==> config.mk <==
export PLATFORM = sky130hd
export DESIGN_NAME = xbar_device_flat
export DESIGN_NICKNAME = d
export VERILOG_FILES = /design/src/xbar_pkg.sv /design/src/xbar_link.sv /design/src/pin_allocator.sv /design/src/xbar_device.sv /design/src/flat_wrapper.sv
export SDC_FILE = /design/constraint.sdc
export NUM_CORES = 1
export LEC_CHECK = 0
export BUFFER_PORTS_ARGS = -buffer_cell sky130_fd_sc_hd__buf_2
export CORE_ASPECT_RATIO = 1.5
export CORE_MARGIN = 5
export CORE_UTILIZATION = 40
export DETAILED_ROUTE_END_ITERATION = 7
export PLACE_DENSITY_LB_ADDON = 0.2
export SETUP_SLACK_MARGIN = 0.3
export SLEW_MARGIN = 20
export SYNTH_ARGS = -nofsm -noshare
export SYNTH_HDL_FRONTEND = slang
export SYNTH_SLANG_ARGS = --single-unit
==> constraint.sdc <==
create_clock -name pclk -period 3.3 [get_ports pclk]
set_input_delay 0.495 -clock pclk [delete_from_list [all_inputs] [get_ports pclk]]
set_output_delay 0.495 -clock pclk [all_outputs]
set_load 0.005 [all_outputs]
==> src/xbar_pkg.sv <==
package xbar_pkg;
   // pin and signal counts
   localparam int NUM_XPIN = 16;
   localparam int NUM_PIN  = 17;
   localparam int NUM_SIG  = 17;
   localparam int NUM_MOV  = 15;
   localparam int FIRST_MOV = 2;
   localparam int ADDR_W   = 12;
   // signal indices in priority order
   localparam int SIG_TX     = 0;
   localparam int SIG_RX     = 1;
   localparam int SIG_SCK    = 2;
   localparam int SIG_MISO   = 3;
   localparam int SIG_MOSI   = 4;
   localparam int SIG_SSEL   = 5;
   localparam int SIG_SDA    = 6;
   localparam int SIG_SCL    = 7;
   localparam int SIG_CP0    = 8;
   localparam int SIG_CP0A   = 9;
   localparam int SIG_SYSCLK = 10;
   localparam int SIG_COUNTER_ARRAY_COMPARE_OUT   = 11;
   localparam int SIG_CEX1   = 12;
   localparam int SIG_CEX2   = 13;
   localparam int SIG_ECI    = 14;
   localparam int SIG_T0     = 15;
   localparam int SIG_T1     = 16;
   // fixed pins
   localparam logic [15:0] TX_PIN_MASK    = 16'h0010;
   localparam logic [15:0] RX_PIN_MASK    = 16'h0020;
   localparam logic [15:0] SMALL_PKG_MASK = 16'hF000;
   // route_select_reg_a fields
   localparam int A_UART   = 0;
   localparam int A_SPI    = 1;
   localparam int A_SMB    = 2;
   localparam int A_SYSCLK = 3;
   localparam int A_CP0    = 4;
   localparam int A_CP0A   = 5;
   // route_select_reg_b fields
   localparam int B_PCA_LO = 0;
   localparam int B_ECI    = 3;
   localparam int B_T0     = 4;
   localparam int B_T1     = 5;
   localparam int B_XEN    = 6;
   // route_select_reg_c fields
   localparam int C_SSM_LO = 0;
   localparam int C_SMALL  = 2;
   localparam logic [1:0] SSM_3WIRE = 2'h0;
   // register offsets
   localparam logic [ADDR_W-1:0] OFS_ROUTE_A = 12'h000;
   localparam logic [ADDR_W-1:0] OFS_ROUTE_B = 12'h004;
   localparam logic [ADDR_W-1:0] OFS_ROUTE_C = 12'h008;
   localparam logic [ADDR_W-1:0] OFS_SKIP    = 12'h00C;
   localparam logic [ADDR_W-1:0] OFS_MODE    = 12'h010;
   localparam logic [ADDR_W-1:0] OFS_LATCH   = 12'h014;
   localparam logic [ADDR_W-1:0] OFS_STATE   = 12'h018;
   localparam logic [ADDR_W-1:0] OFS_EVENT   = 12'h01C;
   // reset values
   localparam logic [7:0]  RST_ROUTE = 8'h00;
   localparam logic [15:0] RST_SKIP  = 16'h0000;
   localparam logic [16:0] RST_MODE  = 17'h1FFFF;
   localparam logic [16:0] RST_LATCH = 17'h1FFFF;
endpackage

==> src/xbar_link.sv <==
`timescale 1ns/1ps
interface xbar_link;
   logic [7:0]                     route_select_reg_a;
   logic [7:0]                     route_select_reg_b;
   logic [7:0]                     route_select_reg_c;
   logic [xbar_pkg::NUM_XPIN-1:0] pin_skip_mask;
   logic [xbar_pkg::NUM_PIN-1:0]  pin_input_mode;
   logic [xbar_pkg::NUM_PIN-1:0]  port_output_latch_bit;
   logic [xbar_pkg::NUM_PIN-1:0]  pin_state;
   logic [xbar_pkg::NUM_PIN-1:0]  pin_event;

   modport device (
      input  route_select_reg_a, route_select_reg_b, route_select_reg_c,
      input  pin_skip_mask, pin_input_mode, port_output_latch_bit,
      output pin_state, pin_event
   );
   modport controller (
      output route_select_reg_a, route_select_reg_b, route_select_reg_c,
      output pin_skip_mask, pin_input_mode, port_output_latch_bit,
      input  pin_state, pin_event
   );
endinterface

==> src/pin_allocator.sv <==
`timescale 1ns/1ps
module pin_allocator #(
   parameter int NSIG = 15,
   parameter int NPIN = 16
) (
   // requests in priority order, lowest index first
   input  wire logic [NSIG-1:0]      req,
   // pins still free for allocation
   input  wire logic [NPIN-1:0]      avail,
   // one-hot pin per signal, zero when none is left
   output logic      [NSIG*NPIN-1:0] grant
);
   logic [NPIN-1:0] free [NSIG+1];
   assign free[0] = avail;

   genvar j;
   generate
      for (j = 0; j < NSIG; j++) begin : g_stage
         logic [NPIN-1:0] lowest;
         // lowest set bit of the free mask
         assign lowest = free[j] & ((~free[j]) + NPIN'(1));
         // an empty mask yields no pin, so no pin is shared
         assign grant[j*NPIN +: NPIN] = req[j] ? lowest : '0;
         assign free[j+1] = free[j] & ~grant[j*NPIN +: NPIN];
      end
   endgenerate
endmodule // pin_allocator

==> src/xbar_device.sv <==
// Overview of operation
// - enabled resources take lowest free pins, priority order
// - pins already taken are passed over
// - skipped pins count as occupied
// - serial transmit P0.4, receive P0.5 always
// - SMBus and serial pins allocated in pairs
// - slave select pinned only in 4-wire mode
// - no skips: SPI lands on P0.0 to P0.3
// - skip P0.0,2,3: SPI P0.1,6,7,P1.0
// - leftover pins stay ordinary port I/O
// - only P0.0-P1.7 routed, P2.0 GPIO only
// - small package lacks P1.4 to P1.7
// - pin transitions raise event capture pulses
// - event capture on digital pins, not analog
// - software skips analog pins
// - software sets latch on analog pins
// - software skips dedicated function pins
// - software skips GPIO and bypass pins
// - enables come from routing registers
// - global enable clear: all pins inputs
// - input mode 1 digital, default digital
//
// Decided for this implementation: the APB slave port and the address map.
`timescale 1ns/1ps
module xbar_device (
   // clock and reset
   input  wire logic                         pclk,
   input  wire logic                         presetn,
   // configuration from the controller
   xbar_link.device                          link,
   // peripheral side
   input  wire logic [xbar_pkg::NUM_SIG-1:0] sig_out,
   input  wire logic [xbar_pkg::NUM_SIG-1:0] sig_drive,
   output logic      [xbar_pkg::NUM_SIG-1:0] sig_in,
   // pads
   input  wire logic [xbar_pkg::NUM_PIN-1:0] pad_in,
   output logic      [xbar_pkg::NUM_PIN-1:0] pad_out,
   output logic      [xbar_pkg::NUM_PIN-1:0] pad_oe_n,
   // event capture
   output logic                              event_any
);
   localparam int NS = xbar_pkg::NUM_SIG;
   localparam int NP = xbar_pkg::NUM_PIN;
   localparam int NX = xbar_pkg::NUM_XPIN;
   localparam int NM = xbar_pkg::NUM_MOV;
   localparam int FM = xbar_pkg::FIRST_MOV;

   // decoded enables
   wire       xbar_en  = link.route_select_reg_b[xbar_pkg::B_XEN];
   wire       uart_en  = link.route_select_reg_a[xbar_pkg::A_UART];
   wire       spi_en   = link.route_select_reg_a[xbar_pkg::A_SPI];
   wire       smb_en   = link.route_select_reg_a[xbar_pkg::A_SMB];
   wire [1:0] pca_sel  = link.route_select_reg_b[xbar_pkg::B_PCA_LO +: 2];
   wire [1:0] ssm      = link.route_select_reg_c[xbar_pkg::C_SSM_LO +: 2];
   wire       small_pkg = link.route_select_reg_c[xbar_pkg::C_SMALL];
   wire       four_wire = (ssm != xbar_pkg::SSM_3WIRE);

   logic [NS-1:0] req;
   assign req[xbar_pkg::SIG_TX]     = uart_en;
   assign req[xbar_pkg::SIG_RX]     = uart_en;
   assign req[xbar_pkg::SIG_SCK]    = spi_en;
   assign req[xbar_pkg::SIG_MISO]   = spi_en;
   assign req[xbar_pkg::SIG_MOSI]   = spi_en;
   assign req[xbar_pkg::SIG_SSEL]   = spi_en & four_wire;
   assign req[xbar_pkg::SIG_SDA]    = smb_en;
   assign req[xbar_pkg::SIG_SCL]    = smb_en;
   assign req[xbar_pkg::SIG_CP0]    = link.route_select_reg_a[xbar_pkg::A_CP0];
   assign req[xbar_pkg::SIG_CP0A]   = link.route_select_reg_a[xbar_pkg::A_CP0A];
   assign req[xbar_pkg::SIG_SYSCLK] = link.route_select_reg_a[xbar_pkg::A_SYSCLK];
   assign req[xbar_pkg::SIG_COUNTER_ARRAY_COMPARE_OUT]   = (pca_sel != 2'h0);
   assign req[xbar_pkg::SIG_CEX1]   = pca_sel[1];
   assign req[xbar_pkg::SIG_CEX2]   = (pca_sel == 2'h3);
   assign req[xbar_pkg::SIG_ECI]    = link.route_select_reg_b[xbar_pkg::B_ECI];
   assign req[xbar_pkg::SIG_T0]     = link.route_select_reg_b[xbar_pkg::B_T0];
   assign req[xbar_pkg::SIG_T1]     = link.route_select_reg_b[xbar_pkg::B_T1];

   // serial pins are reserved before the scan, skip bits do not move them
   wire [NX-1:0] uart_pins = uart_en ? (xbar_pkg::TX_PIN_MASK | xbar_pkg::RX_PIN_MASK)
                                     : '0;
   wire [NX-1:0] pkg_gone  = small_pkg ? xbar_pkg::SMALL_PKG_MASK : '0;
   wire [NX-1:0] avail     = ~link.pin_skip_mask & ~uart_pins & ~pkg_gone;

   logic [NM*NX-1:0] grant_mov;

   pin_allocator #(
      .NSIG (NM),
      .NPIN (NX)
   ) u_alloc (
      .req   (req[NS-1:FM]),
      .avail (avail),
      .grant (grant_mov)
   );

   // full grant matrix, row per signal, pin P2.0 never in it
   logic [NX-1:0] gmat   [NS];
   logic [NS-1:0] by_pin [NX];

   assign gmat[xbar_pkg::SIG_TX] = uart_en ? xbar_pkg::TX_PIN_MASK : '0;
   assign gmat[xbar_pkg::SIG_RX] = uart_en ? xbar_pkg::RX_PIN_MASK : '0;

   genvar s, p;
   generate
      for (s = FM; s < NS; s++) begin : g_row
         assign gmat[s] = grant_mov[(s-FM)*NX +: NX];
      end
      for (p = 0; p < NX; p++) begin : g_col
         for (s = 0; s < NS; s++) begin : g_bit
            assign by_pin[p][s] = gmat[s][p];
         end
      end
   endgenerate

   // pin input synchroniser, three stages with agreement filter
   logic [NP-1:0] sync1_reg;
   logic [NP-1:0] sync2_reg;
   logic [NP-1:0] sync3_reg;
   logic [NP-1:0] level_reg;
   logic [NP-1:0] level_next;
   wire  [NP-1:0] agree = ~(sync2_reg ^ sync3_reg);

   // hold the old level while the last two stages disagree
   assign level_next = (agree & sync3_reg) | (~agree & level_reg);

   // analog pins read zero and never raise events
   wire [NP-1:0] digital   = link.pin_input_mode;
   wire [NP-1:0] state_nx  = level_next & digital;
   wire [NP-1:0] event_nx  = (level_next ^ level_reg) & digital;

   // pad drive per pin
   logic [NP-1:0] out_nx;
   logic [NP-1:0] oen_nx;
   logic [NS-1:0] in_nx;

   generate
      for (p = 0; p < NX; p++) begin : g_pin
         wire owned = |by_pin[p];
         wire val   = |(by_pin[p] & sig_out);
         wire drv   = |(by_pin[p] & sig_drive);
         wire lost  = pkg_gone[p];
         wire latch = link.port_output_latch_bit[p];
         // gpio pins only pull low, so an analog pin needs its latch set
         assign out_nx[p] = owned ? val : latch;
         assign oen_nx[p] = !xbar_en ? 1'b1 :
                            owned    ? ~drv :
                            lost     ? 1'b1 :
                            latch;
      end
      // a signal with no pin reads zero rather than a stale pad
      for (s = 0; s < NS; s++) begin : g_in
         assign in_nx[s] = xbar_en & |(gmat[s] & level_next[NX-1:0] & digital[NX-1:0]);
      end
   endgenerate

   // the top pin is plain port I/O, never routed
   assign out_nx[NP-1] = link.port_output_latch_bit[NP-1];
   assign oen_nx[NP-1] = !xbar_en | link.port_output_latch_bit[NP-1];

   // three-stage capture of the asynchronous pads
   always_ff @(posedge pclk or negedge presetn) begin
      if (!presetn) begin
         sync1_reg <= '0;
         sync2_reg <= '0;
         sync3_reg <= '0;
      end else begin
         sync1_reg <= pad_in;
         sync2_reg <= sync1_reg;
         sync3_reg <= sync2_reg;
      end
   end

   // a one-cycle glitch never reaches level_reg, so it raises no event
   always_ff @(posedge pclk or negedge presetn) begin
      if (!presetn) begin
         level_reg <= '0;
      end else begin
         level_reg <= level_next;
      end
   end

   // pad drive registered, so no pad sees a decode glitch
   always_ff @(posedge pclk or negedge presetn) begin
      if (!presetn) begin
         pad_out  <= '1;
         pad_oe_n <= '1;
      end else begin
         pad_out  <= out_nx;
         pad_oe_n <= oen_nx;
      end
   end

   always_ff @(posedge pclk or negedge presetn) begin
      if (!presetn) begin
         sig_in <= '0;
      end else begin
         sig_in <= in_nx;
      end
   end

   // event status towards the controller
   always_ff @(posedge pclk or negedge presetn) begin
      if (!presetn) begin
         link.pin_state <= '0;
         link.pin_event <= '0;
         event_any      <= 1'b0;
      end else begin
         link.pin_state <= state_nx;
         link.pin_event <= event_nx;
         event_any      <= |event_nx;
      end
   end
endmodule // xbar_device

==> src/flat_wrapper.sv <==
// flat-port wrapper written by rule: the top's interface ports become plain ports
module xbar_device_flat 
  (pclk, presetn, sig_out, sig_drive, sig_in, pad_in, pad_out, pad_oe_n, event_any, link_route_select_reg_a, link_route_select_reg_b, link_route_select_reg_c, link_pin_skip_mask, link_pin_input_mode, link_port_output_latch_bit, link_pin_state, link_pin_event);
  xbar_link link_i ();
  input  wire logic pclk;
  input  wire logic presetn;
  input  wire logic [xbar_pkg::NUM_SIG-1:0] sig_out;
  input  wire logic [xbar_pkg::NUM_SIG-1:0] sig_drive;
  output logic      [xbar_pkg::NUM_SIG-1:0] sig_in;
  input  wire logic [xbar_pkg::NUM_PIN-1:0] pad_in;
  output logic      [xbar_pkg::NUM_PIN-1:0] pad_out;
  output logic      [xbar_pkg::NUM_PIN-1:0] pad_oe_n;
  output logic event_any;
  input wire logic [$bits(link_i.route_select_reg_a)-1:0] link_route_select_reg_a;
  input wire logic [$bits(link_i.route_select_reg_b)-1:0] link_route_select_reg_b;
  input wire logic [$bits(link_i.route_select_reg_c)-1:0] link_route_select_reg_c;
  input wire logic [$bits(link_i.pin_skip_mask)-1:0] link_pin_skip_mask;
  input wire logic [$bits(link_i.pin_input_mode)-1:0] link_pin_input_mode;
  input wire logic [$bits(link_i.port_output_latch_bit)-1:0] link_port_output_latch_bit;
  output wire logic [$bits(link_i.pin_state)-1:0] link_pin_state;
  output wire logic [$bits(link_i.pin_event)-1:0] link_pin_event;
  assign link_i.route_select_reg_a = link_route_select_reg_a;
  assign link_i.route_select_reg_b = link_route_select_reg_b;
  assign link_i.route_select_reg_c = link_route_select_reg_c;
  assign link_i.pin_skip_mask = link_pin_skip_mask;
  assign link_i.pin_input_mode = link_pin_input_mode;
  assign link_i.port_output_latch_bit = link_port_output_latch_bit;
  assign link_pin_state = link_i.pin_state;
  assign link_pin_event = link_i.pin_event;
  xbar_device u_core (.pclk(pclk), .presetn(presetn), .link(link_i), .sig_out(sig_out), .sig_drive(sig_drive), .sig_in(sig_in), .pad_in(pad_in), .pad_out(pad_out), .pad_oe_n(pad_oe_n), .event_any(event_any));
endmodule
==> flow_summary.ini <==
[run_status]
outcome = complete, but fails checks
violations = setup timing

[detailed_routing]
drc_errors = 0
wl_um = 92100
wl_met1_um = 34700
highest_layer = met4
vias = 24653
vias_per_cell = 6.21
met3_wirelength_um = 5190
wl_per_cell_um = 23.2
drt_pre_antenna_iters = 5
drtIter0Drc = 2085
ant_nets = 0
met2WireLength_um = 45300

[worst_setup_path]
reg2reg_to = u_core.sig_in[15]
cp_num_buf_inv = 9
cp_slowest_cell = nor4_4
arrival_ns = 6.01
cpPeakStageDelay_ns = 0.44
crit_fanout = 7
ff2ff_path_depth = 16
cp.required_ns = 3.66
crit_path_start_kind = input pin
end_kind = flip-flop
reg2reg_from = u_core.level_reg[1]
crit_family = compound AO/OA/AOI/OAI gates
reg2reg_setup_slack_ns = -0.32
critPathKind = input pin to flip-flop

[timing]
fin_crit_sh = 1.71
finClkSkew_ns = 0.0294
fin_ws_ns = -2.36
relSlewSlack = 0.282
rsz0062_at_grt = yes
worstMarginPinSlew_ns = 1.08
max_freq_mhz = 177
finalHoldViolCount = 0
layout_min_cycle_time_ns = 5.65
slew_viol_final = 0
hold_ws_ns = 0.0152
setup_viol = 38

[synth]
netlist_top_cells_area = dfrtp_1 18%, nand2_1 5.9%, dfstp_2 5.2%, nor2_1 5.0%, a221o_1 4.6%
ys_seq_area_frac = 0.228
synth_edf_count = 0
synth_seq_cells = 154
synthFlopType = dfrtp_1
netlist_instances = 2290
synth_top_cell_area_share = 0.176
ys_types = 129
syn_area_um2 = 17100
syn_nets = 2417
ys_async_sr_fraction = 1.00
synth-warning-count = 0
avgSynthCellArea_um2 = 7.45
yosys.area.top_type = dfrtp_1

[global_route]
antenna_found_initial = 2
grt_use_total = 0.373
grt_pass1_vias = 24817
grt_max_degree = 73
globalRouteOverflowTotal = 0
grt_first_pass_wirelength_um = 139000

[floorplan]
io_pins = 213
die_area_um2 = 47000
rows = 92
coreArea_um2 = 42100
die-width_um = 179
die_y_um = 263
start_util = 0.405

[placed_design]
dp_cells = 3748
gp_congestion = 1.02
hpwl_um = 71000
pre_cts_ws_ns = -3.10
portBuffers = 203
dpl_cell_area_um2 = 25400

[clocking]
clock-root-buffer = clkbuf_16
clock_sinks = 154
clkSlewWorstSetupHoldPaths_ns = 0.08
clockBufferDepth = 2
worstSkewPairLatency_ns = 0.45
htreeDepth = 4
tritoncts = done
cts_inserted_buffers = 17

[final_layout]
final_cell_mix = 888 x buf_4, 236 x nand2_1, 196 x buf_2
final_common_cell = buf_4
design_area_um2 = 30500
fin_cells = 3970
layout-drive-gt1-share = 0.543
fill_cells = 3356
fin_nets = 3518
areaGrowthSynthToFinish_pct = 78.9

[power]
vdd_drop_max_mv = 0.324
p_leak_nw = 13.1
p_per_area_nw_per_um2 = 316

[min_path]
hp-class = input pin to async pin

[run]
maxCapViolCount = 0
## per-stage QoR
stage | setup TNS (ns) | utilization | power (mW)
2_1_floorplan | -48.70 | - | 4.46
3_3_place_gp | -76.72 | 0.604 | 6.42
3_5_place_dp | -80.18 | 0.604 | 6.49
4_1_cts | -49.36 | 0.691 | 9.12
5_1_grt | -57.91 | 0.724 | 10.0
6_report | -52.13 | 0.724 | 9.64
## synthesized netlist by cell type, drive strengths merged, types with 19 or more instances
cell type    n
dfrtp      120
a22oi       38
a221o       79
dfstp       34
maj3        37
nand4       29
o31ai       19
o21ai      154
nor4        50
inv         37
and2        44
o211ai      30
nor2       234
or2         24
a211oi      30
nor3       111
o21a        19
a221oi      69
nand2      271
a21oi      151
buf         67
or4         19
and3        31
clkbuf      99
nand3      104
o22ai       33
a31oi       37
## where the power goes
| part | leakage, nW | switching (mW) | internal, mW |
|---|---|---|---|
| registers | 1.84 | 0.0750 | 2.13 |
| clock network | 0.275 | 0.919 | 1.01 |
| logic | 11.0 | 2.93 | 2.57 |
## cells by family after synthesis
family                   count (synthesis)  share of synthesized area
buffers and inverters                  207                     0.0558
adder cells (fa/ha/maj)                 37                     0.0221
AND/OR/NAND/NOR                        995                      0.291
AO/OA/AOI/OAI                          864                      0.384
flip-flops                             154                      0.228
multiplexers                            17                     0.0101
XOR/XNOR                                16                    0.00821
## layer usage
layer | vias to the layer above | global-route usage
met4 | 0 | 0.236
met1 | 12006 | 0.430
li1 | 11217 | -
met5 | - | 0
met3 | 353 | 0.0466
met2 | 1077 | 0.643
## layout make-up
class	instances	area, um2	area share
timing repair buffer	1246	9770	0.320
antenna	2	5.00	0.000164
tap	564	706	0.0231
multi-input combinational	1931	15400	0.505
sequential	154	3900	0.128
inverter	41	158	0.00517
clock buffer	18	439	0.0144
clock inverter	14	129	0.00422
## worst max path at each step
stage                                from             endpoint  slack (ns)  cells after the start
floorplan           link_pin_skip_mask[2]   u_core.pad_out[13]       -2.39                     23
global placement    link_pin_skip_mask[1]    u_core.sig_in[16]       -2.99                     25
detailed placement  link_pin_skip_mask[1]  u_core.pad_oe_n[15]       -3.10                     21
CTS                 link_pin_skip_mask[2]  u_core.pad_oe_n[15]       -2.23                     23
global route        link_pin_skip_mask[1]   u_core.pad_out[13]       -2.50                     28
finish              link_pin_skip_mask[1]   u_core.pad_out[13]       -2.36                     28
## what timing repair did
item / CTS / global route
cloned: 7 / 0
endpoints found under the setup margin: 41 / 41
hold buffers: 0 / 0
pin swaps: 154 / 160
buffers inserted: 128 / 53
resized for setup: 408 / 212
(Power assumes the default switching activity.)
